<file path="config.mk">
export PLATFORM = sky130hd
export DESIGN_NAME = vpic_ctrl
export DESIGN_NICKNAME = d
export VERILOG_FILES = /design/src/logic/vpic_pkg.sv /design/src/logic/vpic_ctrl.sv /design/src/logic/vpic_arbiter.sv
export SDC_FILE = /design/constraint.sdc
export NUM_CORES = 1
export LEC_CHECK = 0
export BUFFER_PORTS_ARGS = -buffer_cell sky130_fd_sc_hd__buf_2
export CORE_UTILIZATION = 30
export CTS_CLUSTER_DIAMETER = 200
export DETAILED_ROUTE_END_ITERATION = 10
export REMOVE_ABC_BUFFERS = 1
export SYNTH_ARGS = -nofsm -noshare
export SYNTH_HDL_FRONTEND = slang
export SYNTH_SLANG_ARGS = --single-unit
export TNS_END_PERCENT = 20
</file>
<file path="constraint.sdc">
create_clock -name core_clk -period 30.8 [get_ports core_clk]
set_clock_uncertainty 0.05 [all_clocks]
set_input_delay 3.08 -clock core_clk [delete_from_list [all_inputs] [get_ports core_clk]]
set_output_delay 3.08 -clock core_clk [all_outputs]
set_load 0.02 [all_outputs]
</file>
<file path="src/logic/vpic_pkg.sv">
// Shared constants and types for the vectored priority interrupt controller.
`default_nettype none
package vpic_pkg;
   localparam int unsigned NUM_SRC = 16;
   localparam int unsigned AW = 8;
   localparam logic [7:0] OFF_FLAG0 = 8'h00;
   localparam logic [7:0] OFF_ENABLE0 = 8'h04;
   localparam logic [7:0] OFF_PRIO0 = 8'h08;
   localparam logic [7:0] OFF_PRIO1 = 8'h0c;
   localparam logic [7:0] OFF_PRIO2 = 8'h10;
   localparam logic [7:0] OFF_PRIO3 = 8'h14;
   localparam logic [7:0] OFF_CPU_STATUS = 8'h18;
   localparam logic [7:0] OFF_CORE_CTRL = 8'h1c;
   localparam logic [7:0] OFF_GCTRL_A = 8'h20;
   localparam logic [7:0] OFF_GCTRL_B = 8'h24;
   localparam logic [7:0] OFF_TEST_STATUS = 8'h28;
   localparam logic [7:0] OFF_ENABLE4 = 8'h2c;
   localparam logic [7:0] OFF_IRQ_STATUS = 8'h30;
   localparam logic [7:0] OFF_IRQ_MASK = 8'h34;
   localparam int unsigned CPU_LEVEL_LSB = 5;
   localparam int unsigned CPU_LEVEL_MSB_BIT = 3;
   localparam int unsigned NEST_DIS_BIT = 15;
   localparam logic [15:0] CPU_STATUS_MASK = 16'h01ff;
   localparam logic [15:0] GCTRL_A_MASK = 16'h801e;
   localparam logic [15:0] GCTRL_B_MASK = 16'hc01f;
   localparam logic [15:0] ENABLE4_MASK = 16'h210e;
   localparam logic [2:0] CPU_LEVEL_ALL_OFF = 3'h7;
   localparam logic [1:0] EV_NEW_REQ = 2'h0;
   localparam logic [1:0] EV_VEC_CHANGE = 2'h1;
   localparam int unsigned EV_BITS = 2;
   typedef struct packed {
      logic valid;
      logic [7:0] vector;
      logic [3:0] level;
   } request_s;
   typedef struct packed {
      logic [AW-1:0] addr;
      logic [15:0] wdata;
      logic wr;
      logic rd;
   } bus_req_s;
   typedef enum logic [0:0] {
      ARB_IDLE = 1'b0,
      ARB_PEND = 1'b1
   } arb_state_e;
endpackage
`default_nettype wire

</file>
<file path="src/logic/vpic_ctrl.sv">
// Top of the vectored priority interrupt controller with its register file.
// Functional notes
// Each source has a request flag set by hardware and held until software clears it.
// A source takes part in arbitration only when its enable bit is one.
// Each source has a three-bit priority field choosing one of eight levels.
// On a request the vector goes into an 8-bit field and the level into a 4-bit field of the test status register.
// The captured level equals the priority of the pending request.
// Flags, enables and priorities are laid out in vector order, vector 0 at bit 0 and bits 2 to 0.
// CPU status bits 7 to 5 hold the low CPU level bits and are writable by software.
// Core control bit 3 is the CPU level MSB and is read-only to software.
// Level codes map to 0 to 7 or 8 to 15 with the MSB set, and code 111 blocks all user requests.
// While nesting disable is one the CPU level bits ignore software writes.
// Global control A holds nesting disable and trap flags; B holds external edge and alternate table controls.
// Enable register 4 holds reset-zero enables at bits 13, 8, 3, 2 and 1.
// Unimplemented bits read as zero and ignore writes.
// The highest-priority flagged and enabled source is presented only above the CPU level, ties to lowest vector.
`timescale 1ns/1ps
`default_nettype none
module vpic_ctrl
(
   input wire logic core_clk,
   input wire logic resetn,
   input wire logic [vpic_pkg::AW-1:0] addr,
   input wire logic [15:0] wdata,
   input wire logic wr_en,
   input wire logic rd_en,
   output logic [15:0] rdata,
   input wire logic [vpic_pkg::NUM_SRC-1:0] src_event,
   input wire logic [15:0] enable4_event,
   input wire logic [4:0] trap_event,
   input wire logic cpu_level_msb_in,
   output logic irq_req,
   output logic [7:0] irq_vector,
   output logic [3:0] irq_level,
   output logic [3:0] cpu_priority_level,
   output logic alternate_vector_table,
   output logic irq
);
   // ----------------------------------------------------------------
   // Registers
   // ----------------------------------------------------------------
   vpic_pkg::bus_req_s bus;
   vpic_pkg::request_s win;
   vpic_pkg::arb_state_e state_q;
   logic [vpic_pkg::NUM_SRC-1:0] request_flag_regs_q;
   logic [vpic_pkg::NUM_SRC-1:0] enable_regs_q;
   logic [vpic_pkg::NUM_SRC*3-1:0] priority_regs_q;
   logic [15:0] cpu_alu_status_q;
   logic cpu_level_msb_q;
   logic [15:0] global_ctrl_a_q;
   logic [15:0] global_ctrl_b_q;
   logic [15:0] irq_enable_group4_q;
   logic [15:0] enable4_flag_q;
   logic [7:0] captured_vector_q;
   logic [3:0] captured_level_q;
   logic [vpic_pkg::EV_BITS-1:0] ev_status_q;
   logic [vpic_pkg::EV_BITS-1:0] ev_mask_q;
   logic [vpic_pkg::EV_BITS-1:0] ev_set;
   logic [3:0] cpu_level;
   logic nesting_disable;
   logic [15:0] rdata_d;

   assign bus = '{addr: addr, wdata: wdata, wr: wr_en, rd: rd_en};
   assign nesting_disable = global_ctrl_a_q[vpic_pkg::NEST_DIS_BIT];
   assign cpu_level = {cpu_level_msb_q, cpu_alu_status_q[vpic_pkg::CPU_LEVEL_LSB +: 3]};

   // ----------------------------------------------------------------
   // Request flags
   // ----------------------------------------------------------------
   always_ff @(posedge core_clk or negedge resetn)
   begin
      if (!resetn)
      begin
         request_flag_regs_q <= '0;
      end
      else
      begin
         // Hardware set wins over a software clear in the same cycle.
         if (bus.wr && bus.addr == vpic_pkg::OFF_FLAG0)
         begin
            request_flag_regs_q <= bus.wdata | src_event;
         end
         else
         begin
            request_flag_regs_q <= request_flag_regs_q | src_event;
         end
      end
   end

   always_ff @(posedge core_clk or negedge resetn)
   begin
      if (!resetn)
      begin
         enable4_flag_q <= '0;
      end
      else
      begin
         enable4_flag_q <= enable4_flag_q | (enable4_event & vpic_pkg::ENABLE4_MASK);
         if (bus.wr && bus.addr == vpic_pkg::OFF_IRQ_STATUS + 8'h04 + 8'h04)
         begin
            enable4_flag_q <= (bus.wdata | enable4_event) & vpic_pkg::ENABLE4_MASK;
         end
      end
   end

   // ----------------------------------------------------------------
   // Enables and priorities
   // ----------------------------------------------------------------
   always_ff @(posedge core_clk or negedge resetn)
   begin
      if (!resetn)
      begin
         enable_regs_q <= '0;
         irq_enable_group4_q <= '0;
         priority_regs_q <= '0;
      end
      else if (bus.wr)
      begin
         if (bus.addr == vpic_pkg::OFF_ENABLE0)
         begin
            enable_regs_q <= bus.wdata;
         end
         else if (bus.addr == vpic_pkg::OFF_ENABLE4)
         begin
            irq_enable_group4_q <= bus.wdata & vpic_pkg::ENABLE4_MASK;
         end
         else if (bus.addr == vpic_pkg::OFF_PRIO0)
         begin
            priority_regs_q[11:0] <= {bus.wdata[14:12], bus.wdata[10:8], bus.wdata[6:4], bus.wdata[2:0]};
         end
         else if (bus.addr == vpic_pkg::OFF_PRIO1)
         begin
            priority_regs_q[23:12] <= {bus.wdata[14:12], bus.wdata[10:8], bus.wdata[6:4], bus.wdata[2:0]};
         end
         else if (bus.addr == vpic_pkg::OFF_PRIO2)
         begin
            priority_regs_q[35:24] <= {bus.wdata[14:12], bus.wdata[10:8], bus.wdata[6:4], bus.wdata[2:0]};
         end
         else if (bus.addr == vpic_pkg::OFF_PRIO3)
         begin
            priority_regs_q[47:36] <= {bus.wdata[14:12], bus.wdata[10:8], bus.wdata[6:4], bus.wdata[2:0]};
         end
      end
   end

   // ----------------------------------------------------------------
   // CPU level and global controls
   // ----------------------------------------------------------------
   always_ff @(posedge core_clk or negedge resetn)
   begin
      if (!resetn)
      begin
         cpu_alu_status_q <= '0;
      end
      else if (bus.wr && bus.addr == vpic_pkg::OFF_CPU_STATUS)
      begin
         if (nesting_disable)
         begin
            cpu_alu_status_q <= (bus.wdata & vpic_pkg::CPU_STATUS_MASK & 16'hff1f)
               | (cpu_alu_status_q & 16'h00e0);
         end
         else
         begin
            cpu_alu_status_q <= bus.wdata & vpic_pkg::CPU_STATUS_MASK;
         end
      end
   end

   always_ff @(posedge core_clk or negedge resetn)
   begin
      if (!resetn)
      begin
         cpu_level_msb_q <= 1'b0;
      end
      else
      begin
         cpu_level_msb_q <= cpu_level_msb_in;
      end
   end

   always_ff @(posedge core_clk or negedge resetn)
   begin
      if (!resetn)
      begin
         global_ctrl_a_q <= '0;
         global_ctrl_b_q <= '0;
      end
      else
      begin
         global_ctrl_a_q[4:1] <= global_ctrl_a_q[4:1] | trap_event[4:1];
         if (bus.wr && bus.addr == vpic_pkg::OFF_GCTRL_A)
         begin
            global_ctrl_a_q <= (bus.wdata & vpic_pkg::GCTRL_A_MASK) | {11'h000, trap_event[4:1], 1'b0};
         end
         if (bus.wr && bus.addr == vpic_pkg::OFF_GCTRL_B)
         begin
            global_ctrl_b_q <= bus.wdata & vpic_pkg::GCTRL_B_MASK;
         end
      end
   end

   // ----------------------------------------------------------------
   // Arbitration and capture
   // ----------------------------------------------------------------
   vpic_arbiter u_arb
   (
      .flags(request_flag_regs_q),
      .enables(enable_regs_q),
      .prios(priority_regs_q),
      .cpu_level(cpu_level),
      .winner(win)
   );

   always_ff @(posedge core_clk or negedge resetn)
   begin
      if (!resetn)
      begin
         state_q <= vpic_pkg::ARB_IDLE;
         captured_vector_q <= '0;
         captured_level_q <= '0;
         irq_req <= 1'b0;
         irq_vector <= '0;
         irq_level <= '0;
      end
      else
      begin
         irq_req <= win.valid;
         irq_vector <= win.vector;
         irq_level <= win.level;
         case (state_q)
            vpic_pkg::ARB_IDLE:
            begin
               if (win.valid)
               begin
                  state_q <= vpic_pkg::ARB_PEND;
                  captured_vector_q <= win.vector;
                  captured_level_q <= win.level;
               end
            end
            vpic_pkg::ARB_PEND:
            begin
               if (!win.valid)
               begin
                  state_q <= vpic_pkg::ARB_IDLE;
               end
               else
               begin
                  captured_vector_q <= win.vector;
                  captured_level_q <= win.level;
               end
            end
            default:
            begin
               state_q <= vpic_pkg::ARB_IDLE;
            end
         endcase
      end
   end

   // ----------------------------------------------------------------
   // Event status, mask and interrupt line
   // ----------------------------------------------------------------
   assign ev_set = {win.valid && irq_req && win.vector != irq_vector, win.valid && !irq_req};

   always_ff @(posedge core_clk or negedge resetn)
   begin
      if (!resetn)
      begin
         ev_status_q <= '0;
         ev_mask_q <= '0;
      end
      else
      begin
         if (bus.wr && bus.addr == vpic_pkg::OFF_IRQ_STATUS)
         begin
            ev_status_q <= (ev_status_q & ~bus.wdata[vpic_pkg::EV_BITS-1:0]) | ev_set;
         end
         else
         begin
            ev_status_q <= ev_status_q | ev_set;
         end
         if (bus.wr && bus.addr == vpic_pkg::OFF_IRQ_MASK)
         begin
            ev_mask_q <= bus.wdata[vpic_pkg::EV_BITS-1:0];
         end
      end
   end

   always_ff @(posedge core_clk or negedge resetn)
   begin
      if (!resetn)
      begin
         irq <= 1'b0;
         cpu_priority_level <= '0;
         alternate_vector_table <= 1'b0;
      end
      else
      begin
         irq <= |(ev_status_q & ev_mask_q);
         cpu_priority_level <= cpu_level;
         alternate_vector_table <= global_ctrl_b_q[15];
      end
   end

   // ----------------------------------------------------------------
   // Read port
   // ----------------------------------------------------------------
   always_comb
   begin
      rdata_d = 16'h0000;
      if (bus.addr == vpic_pkg::OFF_FLAG0)
      begin
         rdata_d = request_flag_regs_q;
      end
      else if (bus.addr == vpic_pkg::OFF_ENABLE0)
      begin
         rdata_d = enable_regs_q;
      end
      else if (bus.addr == vpic_pkg::OFF_PRIO0 || bus.addr == vpic_pkg::OFF_PRIO1
         || bus.addr == vpic_pkg::OFF_PRIO2 || bus.addr == vpic_pkg::OFF_PRIO3)
      begin
         for (int g = 0; g < 4; g++)
         begin
            if (bus.addr == vpic_pkg::OFF_PRIO0 + 8'(g * 4))
            begin
               for (int k = 0; k < 4; k++)
               begin
                  rdata_d[k*4 +: 3] = priority_regs_q[(g*4+k)*3 +: 3];
               end
            end
         end
      end
      else if (bus.addr == vpic_pkg::OFF_CPU_STATUS)
      begin
         rdata_d = cpu_alu_status_q;
      end
      else if (bus.addr == vpic_pkg::OFF_CORE_CTRL)
      begin
         rdata_d[vpic_pkg::CPU_LEVEL_MSB_BIT] = cpu_level_msb_q;
      end
      else if (bus.addr == vpic_pkg::OFF_GCTRL_A)
      begin
         rdata_d = global_ctrl_a_q;
      end
      else if (bus.addr == vpic_pkg::OFF_GCTRL_B)
      begin
         rdata_d = global_ctrl_b_q;
      end
      else if (bus.addr == vpic_pkg::OFF_TEST_STATUS)
      begin
         rdata_d = {4'h0, captured_level_q, captured_vector_q};
      end
      else if (bus.addr == vpic_pkg::OFF_ENABLE4)
      begin
         rdata_d = irq_enable_group4_q;
      end
      else if (bus.addr == vpic_pkg::OFF_IRQ_STATUS)
      begin
         rdata_d = {14'h0000, ev_status_q};
      end
      else if (bus.addr == vpic_pkg::OFF_IRQ_MASK)
      begin
         rdata_d = {14'h0000, ev_mask_q};
      end
      else if (bus.addr == vpic_pkg::OFF_IRQ_STATUS + 8'h08)
      begin
         rdata_d = enable4_flag_q;
      end
   end

   always_ff @(posedge core_clk or negedge resetn)
   begin
      if (!resetn)
      begin
         rdata <= '0;
      end
      else
      begin
         rdata <= bus.rd ? rdata_d : 16'h0000;
      end
   end
endmodule // vpic_ctrl
`default_nettype wire

</file>
<file path="src/logic/vpic_arbiter.sv">
// Priority arbiter picking the highest-level flagged and enabled source.
`timescale 1ns/1ps
`default_nettype none
module vpic_arbiter
(
   input wire logic [vpic_pkg::NUM_SRC-1:0] flags,
   input wire logic [vpic_pkg::NUM_SRC-1:0] enables,
   input wire logic [vpic_pkg::NUM_SRC*3-1:0] prios,
   input wire logic [3:0] cpu_level,
   output vpic_pkg::request_s winner
);
   logic [2:0] best;
   logic found;
   always_comb
   begin
      winner = '0;
      best = 3'h0;
      found = 1'b0;
      // Strict greater-than keeps the lowest vector on ties.
      for (int i = 0; i < vpic_pkg::NUM_SRC; i++)
      begin
         if (flags[i] && enables[i] && (!found || prios[i*3 +: 3] > best))
         begin
            found = 1'b1;
            best = prios[i*3 +: 3];
            winner.vector = 8'(i);
         end
      end
      winner.level = {1'b0, best};
      // A level of zero never interrupts; level must exceed the CPU level.
      winner.valid = found && ({1'b0, best} > cpu_level);
   end
endmodule // vpic_arbiter
`default_nettype wire

</file>
---- Word-level counts from Yosys, hierarchy flattened ----
Cells that the tools add are included.
Widths: inputs -> output; s select.
word-level totals
  register bits ........................... 191
  bits of input ports ..................... 66
  word-level logic and storage cells ...... 248
  output and inout bits ................... 35
cells by class
  reductions and logical operators ........ 84
  $lt $le $gt $ge ......................... 16
  eq/ne operators ......................... 15
  muxes and demuxes ....................... 92
  bitwise gates (word level) .............. 17
operators with widths
  cell                count
  $mux 16             13
  $mux 3              41
  $eq 8x6->1 const B  7
  $gt 3x3->1          15
  $logic_and 1x1->1   42
  $mux 4              9
  $eq 8x5->1 const B  4
  $or 16x16->16       2
  $mux 1              22
  $logic_or 1x1->1    18
  $eq 8x4->1 const B  2
  $logic_not 1->1     16
  $or 16x14->16       1
  $or 16x5->16        1
  $or 14x14->14       1
  $mux 12             1
  $mux 9              1
  $or 9x8->9          1
  $eq 8x3->1 const B  1
  $logic_not 8->1     1
  $mux 8              1
  $ne 8x8->1          1
  $reduce_and 7->1    1
  $mux 2              3
  13 further kinds    19

---- Depth between registers and ports, before layout ----
  depth in word-level cells ............... 68
  depth in mapped cells ................... 130
  mapped depth without buffers ............ 124

---- Hierarchy ----
From an unflattened synthesis, not the netlist that was laid out.
second synthesis, totals
  cells, all modules ...................... 993
  area, all modules ....................... 9,913.3 µm²
modules (own cells, without submodules)
  module        area an instance (µm²)  cells each  instances  sequential area each (µm²)
  vpic_ctrl     7,420.9                 637         1          4,078.9
  vpic_arbiter  2,492.4                 356         1          0.0

---- Least setup slack after synthesis ----
OpenSTA, ideal clock, no wires.
  path type ............................... reg-to-reg
  start ................................... register enable_regs_q[0] (netlist name)
  end ..................................... register captured_level_q[1]
  setup time .............................. 0.125 ns
  arrival ................................. 22.214 ns
  period minus slack after synthesis ...... 22.389 ns
  path slack .............................. 8.411 ns
  path buffers ............................ 6
  stages on the path, launching flop included .. 116
  required time ........................... 30.625 ns
  cells stage by stage .................... dfrtp_1 -> buf_2 -> nand3_1 -> ha_1 -> and3b_1 -> o211a_1 -> o21a_1 -> nor2_1 -> ha_1 -> a21oi_1 -> a21oi_1 -> o21ai_0 -> mux2i_1 -> ha_1 -> nand2_1 -> o21ai_0 -> a32oi_1 -> o311ai_1 -> (+80 left out) -> nand2_1 -> o221ai_1 -> ha_1 -> a21o_1 -> a21oi_1 -> a31oi_1 -> o21bai_1 -> clkbuf_1 -> o21ai_0 -> a21oi_1 -> a211oi_2 -> ha_1 -> nor2b_1 -> o21a_1 -> o21ai_0 -> a21o_1 -> clkinv_1 -> mux2_2
RTL lines
  item                    line              source
  from (decl)             vpic_ctrl.sv:46   logic [vpic_pkg::NUM_SRC-1:0] enable_regs_q;
  from (signal assigned)  vpic_ctrl.sv:121  enable_regs_q <= bus.wdata;
  to (signal assigned)    vpic_ctrl.sv:237  captured_level_q <= win.level;
  to (signal assigned)    vpic_ctrl.sv:249  captured_level_q <= win.level;
  to (decl)               vpic_ctrl.sv:55   logic [3:0] captured_level_q;

==> results by group <==
Outcome
  • Outcome: completed

Synthesis
  • #FFs+latches synth: between 150 and 200
  • Synthesized instance count: ~880
  • Fraction of registers with async set/reset: 100.0%
  • Synth Flop Type: dfrtp_1
  • Distinct cell type count after synthesis: 76
  • EDFF count, synth: 0
  • Avg Inst Size Synth: between 10 and 15 um2
  • Synth top area cells: dfrtp_1, mux2_2, ha_1
  • Cell Area, Synth: 8847 um2
  • Largest area contributor in the netlist: dfrtp_1
  • Sequential fraction of the synthesis area: a little over two fifths
  • Top cell type's share of synthesized area: 43.28%
  • YS warnings: 0

Worst setup path
  • CP Max Fanout: 15
  • Type of destination of the critical path: flip-flop
  • Worst path slowest cell: or4_1
  • Crit-path most repeated cell: a21oi_1
  • Setup Crit Path Kind: flip-flop to flip-flop
  • Worst Setup Start Kind: flip-flop
  • Worst Path Required: roughly 31000 ps
  • CP max stage delay: ~800 ps
  • Crit path DAT: about 27000 ps

Pwr
  • Max VDD drop: 38.31 uV
  • Total chip power: approximately 0.00053 W
  • Pleak: roughly 4.7 nW
  • P per Cell Area: about 52 nW/um2

Clock network
  • Deepest clock path buffer count: 2
  • CTS buffer count: 17
  • Insertion delay to the later sink of the worst-skew pair: 430 ps
  • Hold-fix buffers, CTS: 0
  • Post-CTS sizing: 0
  • Clk root buf: clkbuf_16
  • Setup bufs post-CTS: 0
  • CTS tree: done
  • Clk slew on worst S/H paths: about 70 ps
  • H-tree depth: 4
  • Total clock sinks: 153

STA
  • Fmax: 37.59 MHz
  • Worst slew pin tran: 1060 ps
  • Setup TNS: 0 ps
  • RSZ-0062 raised after global routing: false
  • Slew HR: 29.19%
  • # setup viols final: 0
  • Final Worst Setup Slack: 4200 ps
  • Min cycle time layout: between 20000 and 30000 ps
  • Final hold vios: 0
  • Period utilization: approximately 86%
  • Fin. max-slew vios: 0

Detailed routing
  • Final wirelength: between 20 and 30 mm
  • Met3 WL: 1.725 mm
  • Top sig layer: met4
  • Pre-Repair DR Iteration Count: 8
  • Routed Antenna Nets: 0
  • Wire length per cell: roughly 22 um
  • Post-route DRC: 0
  • DR WL met2: roughly 14 mm
  • DR vias/cell: between 5 and 6
  • Iteration-0 DRC Markers: 723
  • DR vias: between 7000 and 8000
  • WL met1: 13.30 mm

Global routing
  • First-pass GRT wire length: 45.46 mm
  • Overall routing resource usage: between 10% and 20%
  • Pin count of the biggest net entering global routing: 81
  • GRT overflow: 0
  • Number of global-route vias before repair: 7432
  • Initial antenna violation count: 0

Layout
  • Final net count: about 1100
  • Layout cells sized above 1: 24.17%
  • Final Util: between 30 and 40%
  • P&R area growth vs syn: 15.32%
  • Fin cells: 1348
  • # diodes: 0

Die
  • Die H: 173.7 um
  • Die ar.: approximately 30000 um2
  • Die width: between 150 and 200 um
  • Core footprint: 28860 um2
  • # rows: between 60 and 70
  • I/O Pins: between 100 and 150
  • Initial Utilization: a little under a third

Placement
  • GPL Wtd Cong: between 0.9 and 1
  • Placed cells: 1317
  • Hpwl dp: 21.90 mm
  • Place WS: between 4000 and 5000 ps
  • Port Buffer Count: 83

Worst hold path
  • Worst Hold Class: flip-flop to flip-flop

Run
  • Maxcap violations: 0
-- path summary, 6_finish.rpt --
path                       slack (ps)                        startpoint  cells past startpoint                                to
setup reg to reg                 4200  request_flag_regs_q[0]$_DFF_PN0_                    112   captured_level_q[1]$_DFFE_PN0P_
hold reg to reg                   350   global_ctrl_b_q[15]$_DFFE_PN0P_                      0  alternate_vector_table$_DFF_PN0_
setup / recovery                 4200  request_flag_regs_q[0]$_DFF_PN0_                    112   captured_level_q[1]$_DFFE_PN0P_
max in group asynchronous       26570                            resetn                      2   priority_regs_q[17]$_DFFE_PN0P_
min in group asynchronous        2630                            resetn                      1           irq_vector[3]$_DFF_PN0_
hold / removal                    350   global_ctrl_b_q[15]$_DFFE_PN0P_                      0  alternate_vector_table$_DFF_PN0_
-- sequential cells by signal (all words and copies together) (netlist names), 5 cells and up --
name / cells
enable4_flag_q: 5
global_ctrl_b_q: 7
cpu_alu_status_q: 9
enable_regs_q: 16
rdata: 16
priority_regs_q: 48
irq_enable_group4_q: 5
global_ctrl_a_q: 5
request_flag_regs_q: 16
-- where the power goes --
| group | total (W) | switching [W] | internal, W | leakage, nW |
|---|---|---|---|---|
| Sequential | 0.000223 | 0.0000113 | 0.000212 | 1.96 |
| Clock | 0.000205 | 0.0000921 | 0.000113 | 0.272 |
| Combinational | 0.0000992 | 0.0000607 | 0.0000384 | 2.49 |
| Total | 0.000527 | 0.000164 | 0.000363 | 4.72 |
-- placed cells by master, fill, tap and decap left out, types with 4 or more instances in the layout --
cell	netlist	final
a21o_1	11	11
a22oi_1	12	12
nand4_1	9	9
conb_1	1	5
and2_1	10	10
o21a_1	6	6
o22ai_1	6	6
mux2i_1	5	5
clkbuf_16	0	17
a31oi_1	10	10
nand2b_1	4	4
a32o_1	4	4
dfrtp_1	153	153
o211ai_1	12	12
ha_1	39	39
inv_1	38	38
a22o_1	4	4
buf_2	3	82
a211o_1	29	29
inv_6	0	5
nor4_1	5	5
buf_4	5	6
nor2b_1	7	7
o21ai_0	30	30
nor3_1	14	14
a221oi_1	6	6
o21ai_1	4	4
a222oi_1	16	16
mux2_2	93	93
a211oi_1	6	6
nand3_1	25	25
and3_1	32	32
a21oi_1	60	60
nor2_1	45	44
nand2_1	80	80
-- synthesized netlist by cell type, drive strengths merged, types with 16 or more instances --
library cell	count
a211o	29
a21oi	62
a222oi	16
and3	32
clkbuf	27
dfrtp	153
ha	39
inv	39
mux2	95
nand2	80
nand3	25
nor2	46
o21ai	35
-- logic make-up (layout without fill, tap and decap cells) --
| kind of cell | count (synthesis) | after routing | share of synthesized area [%] |
|---|---|---|---|
| AOI/OAI and AO/OA | 250 | 250 | 20.08 |
| xor gates and xnor gates | 3 | 3 | 0.2970 |
| adders and majority gates | 39 | 39 | 5.516 |
| buffers and inverters | 78 | 160 | 3.649 |
| DFF | 153 | 153 | 43.28 |
| muxes | 100 | 100 | 12.74 |
| other | 1 | 5 | 0.04239 |
| and+or+nand+nor | 254 | 254 | 14.40 |
-- metrics by stage --
stage / hold WS, ps / area, um2
2_1_floorplan: 319.1 / 8690
3_3_place_gp: 345.6 / 9639
3_5_place_dp: 333.0 / 9639
4_1_cts: 351.8 / 10200
5_1_grt: 377.7 / 10200
6_report: 351.3 / 10200
-- critical path: cells and delay by family (launching register included) --
family / cells / cell delay (ps)
flip-flops: 1 / 500
AO/OA/AOI/OAI: 58 / 12970
adder cells (fa/ha/maj): 16 / 4550
AND/OR/NAND/NOR: 26 / 5570
buffers and inverters: 6 / 660
multiplexers: 6 / 2070
-- cell type report --
cell class / instances / area, um2
Fill cell: 2973 / 18660
Multi-Input combinational cell: 651 / 4713
Sequential cell: 153 / 3829
Tap cell: 384 / 480.5
Timing Repair Buffer: 89 / 466.7
Clock buffer: 18 / 429.2
Inverter: 40 / 150.1
Clock inverter: 13 / 133.9
-- layer usage --
layer  vias up  GRT usage, %
met5         -             0
met4         0         7.529
met3        49         3.246
met2       282         31.60
met1      3781         27.10
li1       3470             -
No activity file was read; power rests on OpenSTA's default activity.
